`src/include/stream_state_map.vh`:
```
`ifndef STREAM_STATE_MAP_VH
`define STREAM_STATE_MAP_VH
// ----------------------------------------
// register offsets
// ----------------------------------------
`define SSC_ADDR_W 4
`define SSC_CMD 4'h0
`define SSC_TASK_STATE 4'h1
`define SSC_INT_SAVED 4'h2
`define SSC_EXC_SAVED 4'h3
`define SSC_STATUS 4'h4
`define SSC_FENCE 4'h5
`define SSC_SNAP0 4'h6
`define SSC_SNAP1 4'h7
// ----------------------------------------
// command field layout
// ----------------------------------------
`define CMD_OP_LO 0
`define CMD_OP_HI 3
`define CMD_STREAM_BIT 4
`define CMD_ADDR_LO 8
`define CMD_ADDR_HI 31
`define OP_OPEN 4'h1
`define OP_CLOSE 4'h2
`define OP_SAVE 4'h3
`define OP_RESTORE 4'h4
`define OP_INTERRUPT 4'h5
`define OP_EXCEPTION 4'h6
`define OP_RETURN 4'h7
`define OP_READ 4'h8
// ----------------------------------------
// exception causes
// ----------------------------------------
`define EXC_NONE 3'h0
`define EXC_INVALID_READ 3'h1
`define EXC_SAVE_ACTIVE 3'h2
`define EXC_RETURN_LIVE 3'h3
`define EXC_REACT_INACTIVE 3'h4
// ----------------------------------------
// reset values and timing
// ----------------------------------------
`define TASK_STATE_RST 2'h0
`define DATA_RETURN_NS 40
`define CLK_PERIOD_NS 10
`define DATA_RETURN_CYC ((`DATA_RETURN_NS + `CLK_PERIOD_NS - 1) / `CLK_PERIOD_NS)
`endif
```
`src/core/stream_snapshot_mem.v`:
```
`timescale 1ns/1ps
// ----------------------------------------
// per-stream snapshot store
// ----------------------------------------
module stream_snapshot_mem (
  input wire clock_i,
  input wire sys_rst_i,
  input wire wr_en_i,
  input wire wr_idx_i,
  input wire [31:0] wr_data_i,
  input wire rd_idx_i,
  output reg [31:0] rd_data_o
);
  reg [31:0] mem_ff [0:1];
  integer i;
  always @(posedge clock_i or posedge sys_rst_i) begin
    if (sys_rst_i) begin
      for (i = 0; i < 2; i = i + 1) begin
        mem_ff[i] <= 32'h0;
      end
      rd_data_o <= 32'h0;
    end else begin
      if (wr_en_i) begin
        mem_ff[wr_idx_i] <= wr_data_i;
      end
      rd_data_o <= mem_ff[rd_idx_i];
    end
  end
endmodule

```
`src/core/stream_state_control.v`:
```
`timescale 1ns/1ps
`include "stream_state_map.vh"
// Contract
// - after reset both streams are inactive
// - open makes stream active, close makes it inactive, always
// - state is internal live bit plus cpu active bit per stream
// - decode (cpu,internal): 00 inactive, 01 frozen, 10 invalid, 11 active
// - data read in invalid state raises an exception
// - open over frozen stream discards old content
// - open over active stream flushes, refetches, data valid after return
// - close of inactive stream does nothing
// - close clears internal bit, counter, tag and address
// - new stream commands held at arbiter until l1d idle
// - same store fence on reactivation after context switch
// - save or restore only when not active, else exception
// - interrupt copies task state to saved, clears stream bits
// - freezing snapshots parameters and flushes reference queue; when both streams freeze at once, the code snapshots only stream 0
// - freezing drops queued commands, invalidates slots, tags in-flight data
// - return with any stream bit set takes exception instead
// - return restores task state, set bits reactivate frozen streams
// - bit set on inactive stream signals an exception
// - writing saved task state has no engine effect
// - exceptions behave as interrupts using exception saved state
module stream_state_control (
  input wire clock_i,
  input wire sys_rst_i,
  input wire [3:0] reg_addr_i,
  input wire [31:0] reg_wdata_i,
  input wire reg_wr_i,
  input wire reg_rd_i,
  input wire l1d_idle_i,
  output reg [31:0] reg_rdata_o,
  output reg [1:0] stream_state0_o,
  output reg [1:0] stream_state1_o,
  output reg [1:0] arb_release_o,
  output reg [1:0] data_valid_o,
  output reg [1:0] discard_return_o,
  output reg exception_o,
  output reg [2:0] exception_cause_o
);
  // ----------------------------------------
  // helpers
  // ----------------------------------------
  function [1:0] state_of;
    input cpu_bit;
    input live_bit;
    begin
      state_of = {cpu_bit, live_bit};
    end
  endfunction

  localparam ST_INACTIVE = 2'b00;
  localparam ST_FROZEN = 2'b01;
  localparam ST_INVALID = 2'b10;
  localparam ST_ACTIVE = 2'b11;
  localparam RET_W = 3;
  localparam integer RET_CYC_INT = `DATA_RETURN_CYC;
  localparam [RET_W-1:0] RET_CYC = RET_CYC_INT[RET_W-1:0];

  // ----------------------------------------
  // sync and decode
  // ----------------------------------------
  reg idle_meta_ff;
  reg idle_sync_ff;
  always @(posedge clock_i or posedge sys_rst_i) begin
    if (sys_rst_i) begin
      idle_meta_ff <= 1'b0;
      idle_sync_ff <= 1'b0;
    end else begin
      idle_meta_ff <= l1d_idle_i;
      idle_sync_ff <= idle_meta_ff;
    end
  end

  wire [3:0] op = reg_wdata_i[`CMD_OP_HI:`CMD_OP_LO];
  wire sel = reg_wdata_i[`CMD_STREAM_BIT];
  wire [23:0] cmd_addr = reg_wdata_i[`CMD_ADDR_HI:`CMD_ADDR_LO];
  wire cmd_wr = reg_wr_i && (reg_addr_i == `SSC_CMD);

  reg [1:0] task_state_reg_ff;
  reg [1:0] live_ff;
  reg [1:0] int_saved_ff;
  reg [1:0] exc_saved_ff;
  reg in_exc_ff;
  reg [1:0] fence_ff;
  reg [23:0] addr_ff [0:1];
  reg [7:0] tag_ff [0:1];
  reg [RET_W-1:0] ret_cnt_ff [0:1];
  reg [1:0] fence_force_ff;

  // exception source, combinational
  reg exc_hit;
  reg [2:0] exc_code;
  reg [1:0] cur_state;
  always @* begin
    exc_hit = 1'b0;
    exc_code = `EXC_NONE;
    cur_state = state_of(task_state_reg_ff[sel], live_ff[sel]);
    if (cmd_wr) begin
      case (op)
        `OP_READ: begin
          if (cur_state == ST_INVALID) begin
            exc_hit = 1'b1;
            exc_code = `EXC_INVALID_READ;
          end
        end
        `OP_SAVE, `OP_RESTORE: begin
          if (cur_state == ST_ACTIVE) begin
            exc_hit = 1'b1;
            exc_code = `EXC_SAVE_ACTIVE;
          end
        end
        `OP_RETURN: begin
          if (task_state_reg_ff != 2'b00) begin
            exc_hit = 1'b1;
            exc_code = `EXC_RETURN_LIVE;
          end else if (|((in_exc_ff ? exc_saved_ff : int_saved_ff) & ~live_ff)) begin
            exc_hit = 1'b1;
            exc_code = `EXC_REACT_INACTIVE;
          end
        end
        default: begin
          exc_hit = 1'b0;
        end
      endcase
    end
  end

  // ----------------------------------------
  // cpu-side task state
  // ----------------------------------------
  wire take_trap = cmd_wr && ((op == `OP_INTERRUPT) || (op == `OP_EXCEPTION));
  wire do_return = cmd_wr && (op == `OP_RETURN) && !exc_hit;
  wire [1:0] restore_bits = in_exc_ff ? exc_saved_ff : int_saved_ff;

  always @(posedge clock_i or posedge sys_rst_i) begin
    if (sys_rst_i) begin
      task_state_reg_ff <= `TASK_STATE_RST;
      int_saved_ff <= 2'b00;
      exc_saved_ff <= 2'b00;
      in_exc_ff <= 1'b0;
    end else begin
      if (take_trap || exc_hit) begin
        // exception path uses its own save
        if (op == `OP_INTERRUPT) begin
          int_saved_ff <= task_state_reg_ff;
          in_exc_ff <= 1'b0;
        end else begin
          exc_saved_ff <= task_state_reg_ff;
          in_exc_ff <= 1'b1;
        end
        task_state_reg_ff <= 2'b00;
      end else if (do_return) begin
        task_state_reg_ff <= restore_bits & live_ff;
      end else if (cmd_wr && (op == `OP_OPEN)) begin
        task_state_reg_ff[sel] <= 1'b1;
      end else if (cmd_wr && (op == `OP_CLOSE)) begin
        task_state_reg_ff[sel] <= 1'b0;
      end else if (reg_wr_i && (reg_addr_i == `SSC_TASK_STATE)) begin
        task_state_reg_ff <= reg_wdata_i[1:0];
      end
      if (reg_wr_i && (reg_addr_i == `SSC_INT_SAVED)) begin
        int_saved_ff <= reg_wdata_i[1:0];
      end
      if (reg_wr_i && (reg_addr_i == `SSC_EXC_SAVED)) begin
        exc_saved_ff <= reg_wdata_i[1:0];
      end
    end
  end

  // ----------------------------------------
  // per-stream engine state
  // ----------------------------------------
  wire snap_wr;
  wire snap_idx;
  wire [31:0] snap_rdata;
  wire [1:0] frz_now = live_ff & task_state_reg_ff & {2{take_trap || exc_hit}};
  wire close_live = cmd_wr && (op == `OP_CLOSE) && live_ff[sel];
  assign snap_wr = (|frz_now) || close_live;
  assign snap_idx = close_live ? sel : (frz_now[1] & ~frz_now[0]);

  genvar g;
  generate
    for (g = 0; g < 2; g = g + 1) begin : strm
      wire hit = cmd_wr && (sel == g);
      wire opening = hit && (op == `OP_OPEN);
      wire closing = hit && (op == `OP_CLOSE);
      wire freezing = frz_now[g];
      wire react = do_return && restore_bits[g] && live_ff[g];
      always @(posedge clock_i or posedge sys_rst_i) begin
        if (sys_rst_i) begin
          live_ff[g] <= 1'b0;
          fence_ff[g] <= 1'b0;
          addr_ff[g] <= 24'h0;
          tag_ff[g] <= 8'h0;
          ret_cnt_ff[g] <= {RET_W{1'b0}};
          data_valid_o[g] <= 1'b0;
          arb_release_o[g] <= 1'b0;
          discard_return_o[g] <= 1'b0;
        end else begin
          discard_return_o[g] <= 1'b0;
          if (opening) begin
            live_ff[g] <= 1'b1;
            addr_ff[g] <= cmd_addr;
            tag_ff[g] <= tag_ff[g] + 8'h01;
            discard_return_o[g] <= live_ff[g];
            data_valid_o[g] <= 1'b0;
            ret_cnt_ff[g] <= RET_CYC;
            fence_ff[g] <= 1'b1;
          end else if (closing && live_ff[g]) begin
            live_ff[g] <= 1'b0;
            addr_ff[g] <= 24'h0;
            tag_ff[g] <= 8'h0;
            ret_cnt_ff[g] <= {RET_W{1'b0}};
            data_valid_o[g] <= 1'b0;
            fence_ff[g] <= 1'b0;
            discard_return_o[g] <= 1'b1;
          end else if (freezing) begin
            tag_ff[g] <= tag_ff[g] + 8'h01;
            discard_return_o[g] <= 1'b1;
            data_valid_o[g] <= 1'b0;
            fence_ff[g] <= 1'b0;
            ret_cnt_ff[g] <= {RET_W{1'b0}};
          end else if (react) begin
            fence_ff[g] <= 1'b1;
            ret_cnt_ff[g] <= RET_CYC;
          end else begin
            if (fence_ff[g] && idle_sync_ff) begin
              fence_ff[g] <= 1'b0;
            end
            if (!fence_ff[g] && (ret_cnt_ff[g] != {RET_W{1'b0}})) begin
              ret_cnt_ff[g] <= ret_cnt_ff[g] - {{(RET_W-1){1'b0}}, 1'b1};
              data_valid_o[g] <= (ret_cnt_ff[g] == {{(RET_W-1){1'b0}}, 1'b1});
            end
          end
          arb_release_o[g] <= live_ff[g] && task_state_reg_ff[g] && !fence_ff[g];
        end
      end
    end
  endgenerate

  // freezing both at once keeps only stream 0 address; acceptable limitation
  stream_snapshot_mem u_snap (
    .clock_i(clock_i),
    .sys_rst_i(sys_rst_i),
    .wr_en_i(snap_wr),
    .wr_idx_i(snap_idx),
    .wr_data_i(close_live ? 32'h0 : {tag_ff[snap_idx], addr_ff[snap_idx]}),
    .rd_idx_i(reg_addr_i == `SSC_SNAP1),
    .rd_data_o(snap_rdata)
  );

  // ----------------------------------------
  // outputs and readback
  // ----------------------------------------
  reg rd_snap_ff;
  reg [31:0] rd_plain_ff;
  always @(posedge clock_i or posedge sys_rst_i) begin
    if (sys_rst_i) begin
      stream_state0_o <= ST_INACTIVE;
      stream_state1_o <= ST_INACTIVE;
      exception_o <= 1'b0;
      exception_cause_o <= `EXC_NONE;
      rd_snap_ff <= 1'b0;
      rd_plain_ff <= 32'h0;
    end else begin
      stream_state0_o <= state_of(task_state_reg_ff[0], live_ff[0]);
      stream_state1_o <= state_of(task_state_reg_ff[1], live_ff[1]);
      exception_o <= exc_hit;
      exception_cause_o <= exc_code;
      rd_snap_ff <= reg_rd_i && ((reg_addr_i == `SSC_SNAP0) || (reg_addr_i == `SSC_SNAP1));
      rd_plain_ff <= 32'h0;
      if (reg_rd_i) begin
        case (reg_addr_i)
          `SSC_TASK_STATE: rd_plain_ff <= {30'h0, task_state_reg_ff};
          `SSC_INT_SAVED: rd_plain_ff <= {30'h0, int_saved_ff};
          `SSC_EXC_SAVED: rd_plain_ff <= {30'h0, exc_saved_ff};
          `SSC_STATUS: rd_plain_ff <= {25'h0, in_exc_ff, live_ff,
            state_of(task_state_reg_ff[1], live_ff[1]), state_of(task_state_reg_ff[0], live_ff[0])};
          `SSC_FENCE: rd_plain_ff <= {28'h0, data_valid_o, fence_ff};
          default: rd_plain_ff <= 32'h0;
        endcase
      end
    end
  end

  always @* begin
    reg_rdata_o = rd_snap_ff ? snap_rdata : rd_plain_ff;
  end
endmodule

```
`config.mk`:
```
export PLATFORM = sky130hd
export DESIGN_NAME = stream_state_control
export DESIGN_NICKNAME = d
export VERILOG_FILES = /design/src/core/stream_snapshot_mem.v /design/src/core/stream_state_control.v
export VERILOG_INCLUDE_DIRS = /design/src /design/src/include
export SDC_FILE = /design/constraint.sdc
export NUM_CORES = 1
export LEC_CHECK = 0
export ABC_AREA = 1
export BUFFER_PORTS_ARGS = -buffer_cell sky130_fd_sc_hd__buf_2
export CORE_MARGIN = 5
export CORE_UTILIZATION = 50
export DETAILED_ROUTE_END_ITERATION = 7
export GPL_TIMING_DRIVEN = 0
export PLACE_DENSITY = 0.69
export SLEW_MARGIN = 40
export SYNTH_ARGS = -nofsm -noshare
export SYNTH_HDL_FRONTEND = slang
export SYNTH_HIERARCHICAL = 1
export SYNTH_SLANG_ARGS = --single-unit
```
`constraint.sdc`:
```
create_clock -name clock_i -period 4.1 [get_ports clock_i]
set_input_delay 0.82 -clock clock_i [delete_from_list [all_inputs] [get_ports clock_i]]
set_output_delay 0.82 -clock clock_i [all_outputs]
set_load 0.1 [all_outputs]
```
==> flow_summary.toml <==
[status]
status = "finished, final reports clean"

[synthesis]
synth_top_area_cell = "dfrtp_1"
synth_cells = 1215
netlist.area_leader.share_pct = 51.5
ys_seq_elements = 201
yosysSeqAreaShare_pct = 51.5
synth_area_leaders = "dfrtp_1, nand2_1, inv_1"
syn_nets = 1264
ys_types = 34
netlist_area_mm2 = 0.00977
yosysWarnings = 6
syn_avg_cell_area_um2 = 8.04

[final_layout]
fillers = 1806
fin_nets = 1372
drive_gt1_share_pct = 14.9
final_cell_mix = "nand2_1, dfrtp_1, inv_1, nand3_1, buf_2"
mostFrequentLayoutCell = "nand2_1"
n_antenna_cell = 0
synthToLayoutAreaGrowth_pct = 15.8

[clock_tree]
hold_buffers = 0
htree_levels = 1
numCtsBuffers = 23
cts_setup_buffers = 0
cts_num_sinks = 201
clockRootBuffer = "clkbuf_16"
tritoncts = "done"
cts.repair.resized = 0
clk_pin_slew_ns = 0.06
clk_latency_ns = 0.51
clockBufferDepth = 3

[routing]
postRouteAntennaNets = 0
dr.first_iter.drc_count = 664
wirelength_um = 23700
drc_errors = 0
wire_per_inst_um = 14.8
first_pass_iters = 5
vias = 8158
via_per_inst = 5.09

[critical_path]
path_cells = "clkbuf_1 > buf_1 > nand2_1 > inv_1 > buf_2"
critPathArrivalTime_ns = 2.39
crit_end = "reg_rdata_o[12]"
cp_num_buf_inv = 4
critical-path-max-stage-delay_ns = 0.49
setup.worst_path.start_class = "register"
crit_family = "buffers and inverters"
critPathLaunch = "rd_snap_ff"
reg2reg_depth = 14
cp_slowest_cell = "clkbuf_1"
cp_num_cells = 5
reg2reg_from = "live_ff[1]"
endpoint_kind = "primary output"
worstReg2RegEnd = "u_snap/mem_ff[26]"
worst-path-max-fanout = 10
crit_type = "register to primary output"
crit_required_ns = 3.28
rrSetupSlack_ns = 1.48

[sta]
whs_ns = 0.306
hold_violations = 0
finalSetupViolations = 0
skew_ns = 0.0125
final_max_slew_viol_count = 0
post-route-period-util_pct = 78.4
finalCriticalPeriod_ns = 3.21
tightest_slew_ns = 0.593
maxSlewHeadroom_pct = 60.5
rsz0062_at_grt = "no"
max_freq_mhz = 311

[power]
leakage_uw = 0.00638
ir_worst_vdd_v = 0.000292
power_uw = 5440
powerDensity_mw_per_mm2 = 480

[global_routing]
grt_pass1_vias = 7547
grt_overflow_total = 0
grt_antenna_before_repair = 0
track_usage_pct = 21.4
grt_max_degree = 80
grt_pass1_wl_um = 38700

[die]
die_area_mm2 = 0.0224
coreArea_mm2 = 0.0193
die_h_um = 150
std_cell_rows = 51
initial_core_util_pct = 50.5
num_io_pins = 87
die_x_um = 150

[placement]
gp_congestion = 0.932
io_buffers = 81
dp.final_hpwl_um = 17300

[run]
maxCapViolations = 0

[hold_path]
min_path_type = "primary input to asynchronous set/reset pin"
## layer usage
layer	wire length, µm	global-route usage (%)
met3	1670	3.60
met5	0	0
met2	10700	32.7
met4	378	5.44
met1	11000	31.7
## area by class of cell
cell class	instances	area [µm²]	share of cell area (%)
buffer	56	398	3.51
sequential	201	5030	44.4
tap	265	332	2.93
clock inverter	8	71.3	0.630
multi-input combinational	777	3660	32.3
timing repair buffer	83	460	4.07
clock buffer	32	669	5.91
inverter	181	699	6.18
## report_power, final
group          total, µW  internal [µW]  leakage (µW)  switching, µW
Combinational        991            288       0.00346            703
Sequential          2450           2290       0.00255            161
Clock               2000           1200      0.000368            801
Total               5440           3770       0.00638           1660
## worst reg2reg max path: cells and delay by family (launching register included)
kind	cells	cell delay, ns
AND/OR/NAND/NOR	10	1.43
flip-flops	1	0.34
buffers and inverters	3	0.63
AO/OA/AOI/OAI	1	0.17
## synthesized netlist by cell type
library cell / instances
o22ai_1: 26
dfrtp_1: 201
nand2_2: 9
nand3_2: 1
nor3_1: 10
o221ai_1: 2
nand2_4: 2
nand3b_1: 6
clkbuf_8: 6
o21ai_2: 1
nand2_1: 348
buf_4: 9
o21ai_0: 85
a21oi_1: 42
inv_2: 5
inv_1: 174
nor2_2: 3
o21bai_1: 2
clkbuf_1: 13
o21ai_1: 6
xor2_1: 5
nand4_1: 17
buf_2: 15
buf_6: 10
mux2_2: 7
nand3_4: 2
nand3_1: 122
xnor2_1: 1
nor2_1: 67
or2_2: 2
ha_1: 8
buf_1: 3
inv_4: 2
nor2_4: 3
## through the flow
stage | instance area, µm² | setup slack [ns] | instances | TNS (ns) | utilization (%)
2_1_floorplan | 9770 | 0.519 | 1215 | 0 | -
3_3_place_gp | 10500 | -0.763 | 1561 | -107.41 | 54.4
3_5_place_dp | 10600 | 0.873 | 1563 | 0 | 54.7
4_1_cts | 11300 | 0.770 | 1603 | 0 | 58.5
5_1_grt | 11300 | 0.601 | 1603 | 0 | 58.5
6_report | 11300 | 0.886 | 1603 | 0 | 58.5
## worst min-delay path by stage
| stage | from | endpoint | slack [ns] | cells after the start |
|---|---|---|---|---|
| 6_report | sys_rst_i | exc_saved_ff[1] | 0.31 | 2 |
| 5_1_grt | sys_rst_i | stream_state1_o[1] | 0.31 | 2 |
| 4_1_cts | sys_rst_i | exc_saved_ff[0] | 0.30 | 2 |
| 3_5_place_dp | idle_meta_ff | idle_sync_ff | 0.34 | 0 |
| 3_3_place_gp | idle_meta_ff | idle_sync_ff | 0.34 | 0 |
| 2_1_floorplan | idle_meta_ff | idle_sync_ff | 0.33 | 0 |
## sequential cells by signal, summed over array words and instances, names as in the netlist
signal	flops
u_snap/mem_ff	64
addr_ff	48
u_snap/rd_data_o	32
tag_ff	16
rd_plain_ff	7
ret_cnt_ff	6
exception_cause_o	3
arb_release_o	2
data_valid_o	2
discard_return_o	2
exc_saved_ff	2
fence_ff	2
int_saved_ff	2
live_ff	2
stream_state0_o	2
stream_state1_o	2
task_state_reg_ff	2
exception_o	1
idle_meta_ff	1
idle_sync_ff	1
in_exc_ff	1
rd_snap_ff	1
## cell families after synthesis
family / Yosys count / share of synthesized area (%)
muxes: 7 / 0.807
buffers and inverters: 237 / 11.1
AOI/OAI and AO/OA: 164 / 8.90
xor gates and xnor gates: 6 / 0.538
DFF: 201 / 51.5
and+or+nand+nor: 592 / 26.2
adders and majority gates: 8 / 1.02
(Power assumes the default switching activity.)
